<file path="config.mk">
export PLATFORM = sky130hd
export DESIGN_NAME = lsc_top
export DESIGN_NICKNAME = d
export VERILOG_FILES = /design/src/design/lsc_pkg.sv /design/src/design/lsc_route_decode.sv /design/src/design/lsc_top.sv
export SDC_FILE = /design/constraint.sdc
export NUM_CORES = 1
export LEC_CHECK = 0
export ABC_AREA = 1
export BUFFER_PORTS_ARGS = -buffer_cell sky130_fd_sc_hd__buf_2
export CORE_UTILIZATION = 40
export CTS_CLUSTER_DIAMETER = 150
export DETAILED_ROUTE_END_ITERATION = 6
export SETUP_SLACK_MARGIN = 0.02
export SLEW_MARGIN = 0
export SYNTH_ARGS = -nofsm -noshare
export SYNTH_HDL_FRONTEND = slang
export SYNTH_SLANG_ARGS = --single-unit
</file>
<file path="constraint.sdc">
create_clock -name clk_i -period 1.56 [get_ports clk_i]
set_clock_uncertainty 0.1 [all_clocks]
set_input_delay 0.234 -clock clk_i [delete_from_list [all_inputs] [get_ports clk_i]]
set_output_delay 0.234 -clock clk_i [all_outputs]
set_load 0.02 [all_outputs]
</file>
<file path="src/design/lsc_pkg.sv">
// Constants, register map and state encodings for the lane switch control block.
// Assumes a single clock domain; every user names items as lsc_pkg::name.
package lsc_pkg;

    localparam logic [7:0] REG_MASK   = 8'h00;
    localparam logic [7:0] REG_PORT_A = 8'h01;
    localparam logic [7:0] REG_PORT_B = 8'h02;
    localparam logic [7:0] REG_PORT_C = 8'h03;
    localparam logic [7:0] REG_ROUTE  = 8'h04;
    localparam logic [7:0] REG_RESET  = 8'h00;
    localparam logic [7:0] MASK_ALL   = 8'h1f;

    // Bit positions of the source mask register.
    localparam int MSK_LOOP_A = 0;
    localparam int MSK_LOOP_B = 1;
    localparam int MSK_LOOP_C = 2;
    localparam int MSK_SEL    = 3;
    localparam int MSK_DUAL   = 4;

    // Bit positions of each per-port register.
    localparam int PORT_EMPH_LSB = 0;
    localparam int PORT_EMPH_MSB = 1;
    localparam int PORT_BOOST    = 2;
    localparam int PORT_LOOP     = 3;
    localparam int PORT_DIS      = 4;

    // Bit positions of the route control register.
    localparam int ROUTE_SEL  = 0;
    localparam int ROUTE_DUAL = 1;

    // Receive boost in dB for setting 0 and 1.
    localparam int BOOST_LOW_DB  = 6;
    localparam int BOOST_HIGH_DB = 12;

    // Emphasis settings reached from the single pin.
    localparam logic [1:0] PIN_EMPH_LOW  = 2'h0;
    localparam logic [1:0] PIN_EMPH_HIGH = 2'h2;

    // Fixed upper nibble of the seven-bit serial address.
    localparam logic [3:0] I2C_ADDR_HI = 4'h9;

    // Source code of each output.
    localparam logic [1:0] SRC_IDLE = 2'h0;
    localparam logic [1:0] SRC_IN_A = 2'h1;
    localparam logic [1:0] SRC_IN_B = 2'h2;
    localparam logic [1:0] SRC_IN_C = 2'h3;

    localparam logic [3:0] BITS_PER_BYTE = 4'h8;

    typedef enum logic [8:0] {
        LSC_ST_IDLE = 9'h001,
        LSC_ST_ADDR = 9'h002,
        LSC_ST_AACK = 9'h004,
        LSC_ST_REG  = 9'h008,
        LSC_ST_RACK = 9'h010,
        LSC_ST_WR   = 9'h020,
        LSC_ST_WACK = 9'h040,
        LSC_ST_RD   = 9'h080,
        LSC_ST_MACK = 9'h100
    } lsc_i2c_state_e;

endpackage

</file>
<file path="src/design/lsc_route_decode.sv">
// Combinational source decoder for the three outputs of the lane switch.
// Assumes effective controls are already chosen between pins and registers.
`timescale 1ns/10ps
`default_nettype none

module lsc_route_decode (
    input  wire logic       loop_a_i,
    input  wire logic       loop_b_i,
    input  wire logic       loop_c_i,
    input  wire logic       sel_i,
    input  wire logic       dual_i,
    input  wire logic [2:0] dis_i,
    output logic      [1:0] src_a_o,
    output logic      [1:0] src_b_o,
    output logic      [1:0] src_c_o
);

    always_comb begin
        if (dis_i[0]) begin
            src_a_o = lsc_pkg::SRC_IDLE;
        end else if (loop_a_i) begin
            src_a_o = lsc_pkg::SRC_IN_A;
        end else if (dual_i || !sel_i) begin
            src_a_o = lsc_pkg::SRC_IN_C;
        end else begin
            src_a_o = lsc_pkg::SRC_IDLE;
        end
    end

    always_comb begin
        if (dis_i[1]) begin
            src_b_o = lsc_pkg::SRC_IDLE;
        end else if (loop_b_i) begin
            src_b_o = lsc_pkg::SRC_IN_B;
        end else if (dual_i || sel_i) begin
            src_b_o = lsc_pkg::SRC_IN_C;
        end else begin
            src_b_o = lsc_pkg::SRC_IDLE;
        end
    end

    always_comb begin
        if (dis_i[2]) begin
            src_c_o = lsc_pkg::SRC_IDLE;
        end else if (loop_c_i) begin
            src_c_o = lsc_pkg::SRC_IN_C;
        end else if (sel_i) begin
            src_c_o = lsc_pkg::SRC_IN_B;
        end else begin
            src_c_o = lsc_pkg::SRC_IN_A;
        end
    end

endmodule

`default_nettype wire

</file>
<file path="src/design/lsc_top.sv">
// Lane switch control: pin synchronisers, serial register slave, control
// source selection and registered output settings for the three ports.
// Assumes control pins are asynchronous and the serial clock is slow
// compared with clk_i, so it is sampled as an ordinary input.
`timescale 1ns/10ps
`default_nettype none

module lsc_top (
    input  wire logic       clk_i,
    input  wire logic       resetn_i,
    input  wire logic       ce_i,
    input  wire logic       mode_i,
    input  wire logic       sel_pin_i,
    input  wire logic       dual_pin_i,
    input  wire logic       loop_port_a_i,
    input  wire logic       loop_port_b_i,
    input  wire logic       loop_port_c_i,
    input  wire logic       boost_a_scl_i,
    input  wire logic       boost_b_sda_i,
    input  wire logic       boost_c_pin_i,
    input  wire logic [2:0] emph_addr_pin_i,
    output logic            sda_o,
    output logic            sda_oe_n_o,
    output logic      [1:0] src_a_o,
    output logic      [1:0] src_b_o,
    output logic      [1:0] src_c_o,
    output logic      [2:0] idle_o,
    output logic      [2:0] boost_o,
    output logic      [1:0] emph_a_o,
    output logic      [1:0] emph_b_o,
    output logic      [1:0] emph_c_o
);

    localparam int NPIN = 12;

    logic [NPIN-1:0]            pin_raw;
    logic [NPIN-1:0]            sync1_q;
    logic [NPIN-1:0]            sync2_q;
    logic                       mode_s;
    logic                       scl_s;
    logic                       sda_s;
    logic                       scl_d_q;
    logic                       sda_d_q;
    logic                       scl_rise;
    logic                       scl_fall;
    logic                       start_det;
    logic                       stop_det;
    lsc_pkg::lsc_i2c_state_e    state_q;
    logic [3:0]                 cnt_q;
    logic [7:0]                 shift_q;
    logic [7:0]                 tx_q;
    logic [7:0]                 ptr_q;
    logic                       rw_q;
    logic                       mack_q;
    logic                       wr_en;
    logic [4:0]                 mask_q;
    logic [4:0]                 port_q [3];
    logic [1:0]                 route_q;
    logic                       loop_a_eff;
    logic                       loop_b_eff;
    logic                       loop_c_eff;
    logic                       sel_eff;
    logic                       dual_eff;
    logic [2:0]                 dis_eff;
    logic [1:0]                 src_a_d;
    logic [1:0]                 src_b_d;
    logic [1:0]                 src_c_d;
    logic [2:0]                 boost_d;
    logic [1:0]                 emph_d [3];
    logic [6:0]                 my_addr;

    // Reads a register by offset; unmapped offsets read as zero.
    function automatic logic [7:0] rd_reg(input logic [7:0] a);
        logic [7:0] v;
        v = 8'h00;
        case (a)
            lsc_pkg::REG_MASK:   v = {3'h0, mask_q};
            lsc_pkg::REG_PORT_A: v = {3'h0, port_q[0]};
            lsc_pkg::REG_PORT_B: v = {3'h0, port_q[1]};
            lsc_pkg::REG_PORT_C: v = {3'h0, port_q[2]};
            lsc_pkg::REG_ROUTE:  v = {6'h00, route_q};
            default:             v = 8'h00;
        endcase
        return v;
    endfunction

    // Picks the pin or the register copy of one switching control.
    function automatic logic pick(input logic m, input logic msk, input logic pin, input logic rg);
        return (m && msk) ? rg : pin;
    endfunction

    assign pin_raw = {mode_i, sel_pin_i, dual_pin_i, loop_port_c_i, loop_port_b_i, loop_port_a_i,
                      boost_c_pin_i, boost_b_sda_i, boost_a_scl_i, emph_addr_pin_i};

    // Two-stage synchroniser for every asynchronous pin.
    always_ff @(posedge clk_i or negedge resetn_i) begin
        if (!resetn_i) begin
            sync1_q <= '0;
            sync2_q <= '0;
        end else if (ce_i) begin
            sync1_q <= pin_raw;
            sync2_q <= sync1_q;
        end
    end

    assign mode_s  = sync2_q[11];
    assign scl_s   = sync2_q[3];
    assign sda_s   = sync2_q[4];
    assign my_addr = {lsc_pkg::I2C_ADDR_HI, sync2_q[2:0]};

    // Edge history of the serial lines; the bus idles high.
    always_ff @(posedge clk_i or negedge resetn_i) begin
        if (!resetn_i) begin
            scl_d_q <= 1'b1;
            sda_d_q <= 1'b1;
        end else if (ce_i) begin
            scl_d_q <= scl_s;
            sda_d_q <= sda_s;
        end
    end

    assign scl_rise  = ce_i && mode_s && scl_s && !scl_d_q;
    assign scl_fall  = ce_i && mode_s && !scl_s && scl_d_q;
    assign start_det = ce_i && mode_s && scl_s && scl_d_q && !sda_s && sda_d_q;
    assign stop_det  = ce_i && mode_s && scl_s && scl_d_q && sda_s && !sda_d_q;

    // Serial slave sequencer; in pin mode the serial pins are controls and it stays idle.
    always_ff @(posedge clk_i or negedge resetn_i) begin
        if (!resetn_i) begin
            state_q <= lsc_pkg::LSC_ST_IDLE;
        end else if (ce_i) begin
            if (!mode_s || stop_det) begin
                state_q <= lsc_pkg::LSC_ST_IDLE;
            end else if (start_det) begin
                state_q <= lsc_pkg::LSC_ST_ADDR;
            end else if (scl_fall) begin
                case (state_q)
                    lsc_pkg::LSC_ST_ADDR: begin
                        if (cnt_q == lsc_pkg::BITS_PER_BYTE) begin
                            state_q <= (shift_q[7:1] == my_addr) ? lsc_pkg::LSC_ST_AACK
                                                                 : lsc_pkg::LSC_ST_IDLE;
                        end
                    end
                    lsc_pkg::LSC_ST_AACK: state_q <= rw_q ? lsc_pkg::LSC_ST_RD : lsc_pkg::LSC_ST_REG;
                    lsc_pkg::LSC_ST_REG: begin
                        if (cnt_q == lsc_pkg::BITS_PER_BYTE) begin
                            state_q <= lsc_pkg::LSC_ST_RACK;
                        end
                    end
                    lsc_pkg::LSC_ST_RACK: state_q <= lsc_pkg::LSC_ST_WR;
                    lsc_pkg::LSC_ST_WR: begin
                        if (cnt_q == lsc_pkg::BITS_PER_BYTE) begin
                            state_q <= lsc_pkg::LSC_ST_WACK;
                        end
                    end
                    lsc_pkg::LSC_ST_WACK: state_q <= lsc_pkg::LSC_ST_WR;
                    lsc_pkg::LSC_ST_RD: begin
                        if (cnt_q == lsc_pkg::BITS_PER_BYTE) begin
                            state_q <= lsc_pkg::LSC_ST_MACK;
                        end
                    end
                    lsc_pkg::LSC_ST_MACK: state_q <= mack_q ? lsc_pkg::LSC_ST_RD : lsc_pkg::LSC_ST_IDLE;
                    default: state_q <= lsc_pkg::LSC_ST_IDLE;
                endcase
            end
        end
    end

    // Bit counter and receive shifter: bits are sampled on the serial clock rise.
    always_ff @(posedge clk_i or negedge resetn_i) begin
        if (!resetn_i) begin
            cnt_q   <= 4'h0;
            shift_q <= 8'h00;
            mack_q  <= 1'b0;
        end else if (ce_i) begin
            if (start_det || (scl_fall && cnt_q == lsc_pkg::BITS_PER_BYTE)) begin
                cnt_q <= 4'h0;
            end else if (scl_rise && (state_q == lsc_pkg::LSC_ST_ADDR || state_q == lsc_pkg::LSC_ST_REG ||
                                      state_q == lsc_pkg::LSC_ST_WR || state_q == lsc_pkg::LSC_ST_RD)) begin
                cnt_q   <= cnt_q + 4'h1;
                shift_q <= {shift_q[6:0], sda_s};
            end
            if (scl_rise && state_q == lsc_pkg::LSC_ST_MACK) begin
                mack_q <= !sda_s;
            end
        end
    end

    // Direction bit, register pointer and transmit shifter.
    always_ff @(posedge clk_i or negedge resetn_i) begin
        if (!resetn_i) begin
            rw_q  <= 1'b0;
            ptr_q <= 8'h00;
            tx_q  <= 8'h00;
        end else if (ce_i && scl_fall) begin
            if (state_q == lsc_pkg::LSC_ST_ADDR && cnt_q == lsc_pkg::BITS_PER_BYTE) begin
                rw_q <= shift_q[0];
            end
            if (state_q == lsc_pkg::LSC_ST_REG && cnt_q == lsc_pkg::BITS_PER_BYTE) begin
                ptr_q <= shift_q;
            end
            if ((state_q == lsc_pkg::LSC_ST_AACK && rw_q) || (state_q == lsc_pkg::LSC_ST_MACK && mack_q)) begin
                tx_q <= rd_reg(ptr_q);
            end else if (state_q == lsc_pkg::LSC_ST_RD) begin
                tx_q <= {tx_q[6:0], 1'b0};
            end
        end
    end

    // Open-drain data line: low during acknowledge or a zero read bit.
    assign sda_o      = 1'b0;
    assign sda_oe_n_o = !(state_q == lsc_pkg::LSC_ST_AACK || state_q == lsc_pkg::LSC_ST_RACK ||
                          state_q == lsc_pkg::LSC_ST_WACK ||
                          (state_q == lsc_pkg::LSC_ST_RD && !tx_q[7]));

    assign wr_en = scl_fall && state_q == lsc_pkg::LSC_ST_WR && cnt_q == lsc_pkg::BITS_PER_BYTE;

    // Register file; the reset pin clears every register.
    always_ff @(posedge clk_i or negedge resetn_i) begin
        if (!resetn_i) begin
            mask_q    <= lsc_pkg::REG_RESET[4:0];
            port_q[0] <= lsc_pkg::REG_RESET[4:0];
            port_q[1] <= lsc_pkg::REG_RESET[4:0];
            port_q[2] <= lsc_pkg::REG_RESET[4:0];
            route_q   <= lsc_pkg::REG_RESET[1:0];
        end else if (ce_i && wr_en) begin
            case (ptr_q)
                lsc_pkg::REG_MASK:   mask_q    <= shift_q[4:0];
                lsc_pkg::REG_PORT_A: port_q[0] <= shift_q[4:0];
                lsc_pkg::REG_PORT_B: port_q[1] <= shift_q[4:0];
                lsc_pkg::REG_PORT_C: port_q[2] <= shift_q[4:0];
                lsc_pkg::REG_ROUTE:  route_q   <= shift_q[1:0];
                default: ;
            endcase
        end
    end

    // Effective switching controls from pins or registers.
    assign loop_a_eff = pick(mode_s, mask_q[lsc_pkg::MSK_LOOP_A], sync2_q[6],
                             port_q[0][lsc_pkg::PORT_LOOP]);
    assign loop_b_eff = pick(mode_s, mask_q[lsc_pkg::MSK_LOOP_B], sync2_q[7],
                             port_q[1][lsc_pkg::PORT_LOOP]);
    assign loop_c_eff = pick(mode_s, mask_q[lsc_pkg::MSK_LOOP_C], sync2_q[8],
                             port_q[2][lsc_pkg::PORT_LOOP]);
    assign sel_eff    = pick(mode_s, mask_q[lsc_pkg::MSK_SEL], sync2_q[10],
                             route_q[lsc_pkg::ROUTE_SEL]);
    assign dual_eff   = pick(mode_s, mask_q[lsc_pkg::MSK_DUAL], sync2_q[9],
                             route_q[lsc_pkg::ROUTE_DUAL]);
    assign dis_eff    = mode_s ? {port_q[2][lsc_pkg::PORT_DIS], port_q[1][lsc_pkg::PORT_DIS],
                                  port_q[0][lsc_pkg::PORT_DIS]} : 3'h0;

    lsc_route_decode u_decode (
        .loop_a_i (loop_a_eff),
        .loop_b_i (loop_b_eff),
        .loop_c_i (loop_c_eff),
        .sel_i    (sel_eff),
        .dual_i   (dual_eff),
        .dis_i    (dis_eff),
        .src_a_o  (src_a_d),
        .src_b_o  (src_b_d),
        .src_c_o  (src_c_d)
    );

    // Boost and emphasis per port: pins in pin mode, registers otherwise.
    always_comb begin
        for (int p = 0; p < 3; p++) begin
            if (mode_s) begin
                boost_d[p] = port_q[p][lsc_pkg::PORT_BOOST];
                emph_d[p]  = port_q[p][lsc_pkg::PORT_EMPH_MSB:lsc_pkg::PORT_EMPH_LSB];
            end else begin
                boost_d[p] = sync2_q[3+p];
                emph_d[p]  = sync2_q[p] ? lsc_pkg::PIN_EMPH_HIGH : lsc_pkg::PIN_EMPH_LOW;
            end
        end
    end

    // Output settings re-registered every enabled cycle.
    always_ff @(posedge clk_i or negedge resetn_i) begin
        if (!resetn_i) begin
            src_a_o  <= lsc_pkg::SRC_IDLE;
            src_b_o  <= lsc_pkg::SRC_IDLE;
            src_c_o  <= lsc_pkg::SRC_IDLE;
            idle_o   <= 3'h7;
            boost_o  <= 3'h0;
            emph_a_o <= 2'h0;
            emph_b_o <= 2'h0;
            emph_c_o <= 2'h0;
        end else if (ce_i) begin
            src_a_o  <= src_a_d;
            src_b_o  <= src_b_d;
            src_c_o  <= src_c_d;
            idle_o   <= {src_c_d == lsc_pkg::SRC_IDLE, src_b_d == lsc_pkg::SRC_IDLE,
                         src_a_d == lsc_pkg::SRC_IDLE};
            boost_o  <= boost_d;
            emph_a_o <= emph_d[0];
            emph_b_o <= emph_d[1];
            emph_c_o <= emph_d[2];
        end
    end
endmodule

`default_nettype wire

</file>
==> metrics.yaml <==
run_status:
  outcome: "finished, violations left"
  violations: "negative setup slack"
global_route:
  antenna_found_initial: 0
  grt_pass1_wl_um: 21800
  first_global_vias: 4418
  grt_use_total: 0.219
  grt-ovfl-total: 0
  grt_start_max_net_pins: 59
power_and_ir_drop:
  p_int_mw: 4.47
  power_frac_comb: 0.134
  leakagePower_nw: 3.39
  power_mw: 6.11
  switchingPower_mw: 1.64
  ir_drop_uv: 563
  pwr-share-clk: 0.382
  switching_share: 0.269
  power.density_mw_per_mm2: 886
  seqPwrFrac: 0.483
place:
  dpl_worst_slack_ns: -0.158
  gp_congestion: 0.871
  hpwlAfterDp_um: 8480
  portBuffers: 33
  placed_area_mm2: 0.00570
critical_path:
  arrival_ns: 1.55
  crit_path_end_kind: "output port"
  crit_fanout: 4
  cp-start-kind: "flip-flop"
  required_ns: 1.23
  critPathKind: "reg2out"
timing:
  period_minus_slack_ns: 1.88
  setup_ws_ns: -0.321
  rsz0062_at_grt: "true"
  hold_viol: 0
  fmax_mhz: 532
  finalSetupViolations: 62
  finalMaxSlewViolations: 0
  fin_crit_sh: 1.21
routing:
  vias: 4578
  dr.pass1.iters: 5
  routed_wl_um: 13700
  wl_per_cell_um: 15.4
  final_antenna_net_count: 0
  avgViaCountPerCell: 5.15
  drc: 0
  drt_iter0_drc: 289
synth:
  postSynthCellCount: 609
  ys_types: 39
  synth_ff_type: "dfrtp_1"
  ys_seq_area_frac: 0.535
  syn_nets: 626
  synth-seq-cells: 105
  synth_area_per_cell_um2: 8.08
  async_reset_ff_frac: 1.00
  synthesis.area_mm2: 0.00492
  yosys_warnings: 0
  synth_edf_count: 0
clocking:
  cts_sinks: 105
  root_buffer: "clkbuf_16"
  cts_tree: "done"
  cts_max_level: 3
  numCtsBuffers: 9
  insertion_delay_ns: 0.35
  clockBufferDepth: 2
  clkTransAtPathRegs_ns: 0.07
die:
  die_w_um: 113
  ios: 35
  start_util: 0.410
  rows: 40
  dieArea_mm2: 0.0128
  die_h_um: 113
  core-area_mm2: 0.0120
final_layout:
  final_nets: 754
  seqCellArea_mm2: 0.00264
  diodes: 0
  drive_gt1_frac: 0.336
  stdcell_area_mm2: 0.00690
  fillers: 1042
  area_growth_pct: 40.1
  final_common_cell: "nand2_1"
  multi_input_area_mm2: 0.00248
  final_cell_mix: "177 x nand2_1, 98 x dfrtp_1, 63 x buf_4"
run:
  maxCapViolations: 0
hold_path:
  min_path_type: "in2reg"
-- power by group through the flow --
stage                     Sequential [mW]  Clock [mW]  Combinational, mW
after floorplan                      3.06           0              0.288
after global placement               3.00           0              0.652
after detailed placement             3.00           0              0.662
after CTS                            2.95        2.36              0.754
after global routing                 2.97        2.48              0.904
final                                2.95        2.34              0.821
-- final cells by class --
type / instances / area share
Tap cell: 147 / 0.0267
Sequential cell: 105 / 0.382
Multi-Input combinational cell: 438 / 0.359
Clock buffer: 9 / 0.0327
Inverter: 54 / 0.0299
Clock inverter: 7 / 0.0112
Timing Repair Buffer: 129 / 0.158
-- critical path, cell delays in order, from the launching register on --
cell,delay (ns)
dfrtp_1,0.41
nor2_4,0.16
inv_1,0.08
nor2_2,0.17
nand2_2,0.12
nand2_4,0.10
nor2_4,0.04
buf_6,0.12
-- Yosys cell counts, types with 2 or more instances --
master	n	area, um2
a21oi_1	10	50.1
clkbuf_1	7	26.3
nor2_1	49	184
inv_1	51	191
dfrtp_1	99	2480
o21ai_0	46	230
nand2_2	2	12.5
nand4_1	6	37.5
o21ai_1	31	155
buf_4	2	15.0
ha_1	2	25.0
nand3_2	2	20.0
nand2_4	3	33.8
a31oi_1	3	18.8
nand2_1	214	803
a22o_1	4	35.0
buf_6	2	22.5
nand3_1	38	190
nor3_1	6	30.0
nand3_4	2	35.0
dfstp_2	6	158
buf_2	6	30.0
nand3b_1	2	15.0
-- registers in the layout (all words and copies together) (netlist names), 2 cells and up --
register and flops:
port_q 15, sync1_q 12, sync2_q 12, state_q 9, ptr_q 8, shift_q 8
tx_q 8, mask_q 5, cnt_q 4, boost_o 3, idle_o 3, emph_a_o 2
emph_b_o 2, emph_c_o 2, route_q 2, src_a_o 2, src_b_o 2, src_c_o 2
-- through the flow --
step           setup TNS, ns  utilization  hold slack, ns  instances
2_1_floorplan        -0.0769            -          -0.162        609
3_3_place_gp           -3.96        0.474           0.165        832
3_5_place_dp           -4.91        0.474           0.174        832
4_1_cts                -5.00        0.537           0.168        874
5_1_grt               -15.14        0.574           0.201        889
6_report              -11.13        0.574           0.180        889
-- logic make-up (layout without fill, tap and decap cells) --
logic type / Yosys count / in the layout / share of synthesized area
AO/OA/AOI/OAI: 97 / 97 / 0.104
XOR/XNOR: 2 / 2 / 0.00356
other: 1 / 1 / 0.000762
buffers and inverters: 72 / 199 / 0.0613
AND/OR/NAND/NOR: 328 / 334 / 0.285
adder cells (fa/ha/maj): 2 / 2 / 0.00508
multiplexers: 2 / 2 / 0.00432
flip-flops: 105 / 105 / 0.535
-- path summary, 6_finish.rpt --
check,from,endpoint,slack [ns],cells past startpoint
max,state_q[1],sda_oe_n_o,-0.32,7
min,ce_i,sda_d_q,0.18,3
max reg2reg,state_q[0],state_q[7],-0.29,11
min reg2reg,sync1_q[2],sync1_q[2],0.37,2
max in group asynchronous,resetn_i,scl_d_q,0.68,3
min in group asynchronous,resetn_i,cnt_q[1],0.33,3
-- routing by layer --
layer  GRT usage  wire length, um  vias up
li1            -                -     2218
met1       0.298             6200     2190
met2       0.350             6600      138
met3      0.0332              548       32
met4      0.0930              334        0
met5           0                0        -
-- timing repair --
action / 4_1_cts / 5_1_grt
setup endpoints to repair: 66 / 71
pin swaps: 13 / 32
endpoints found under the hold margin: 111 / 0
resized for setup: 55 / 96
hold buffers: 13 / 0
setup buffers: 9 / 14
cloned: 5 / 4
Note: power is estimated with default switching activity, not from simulation.
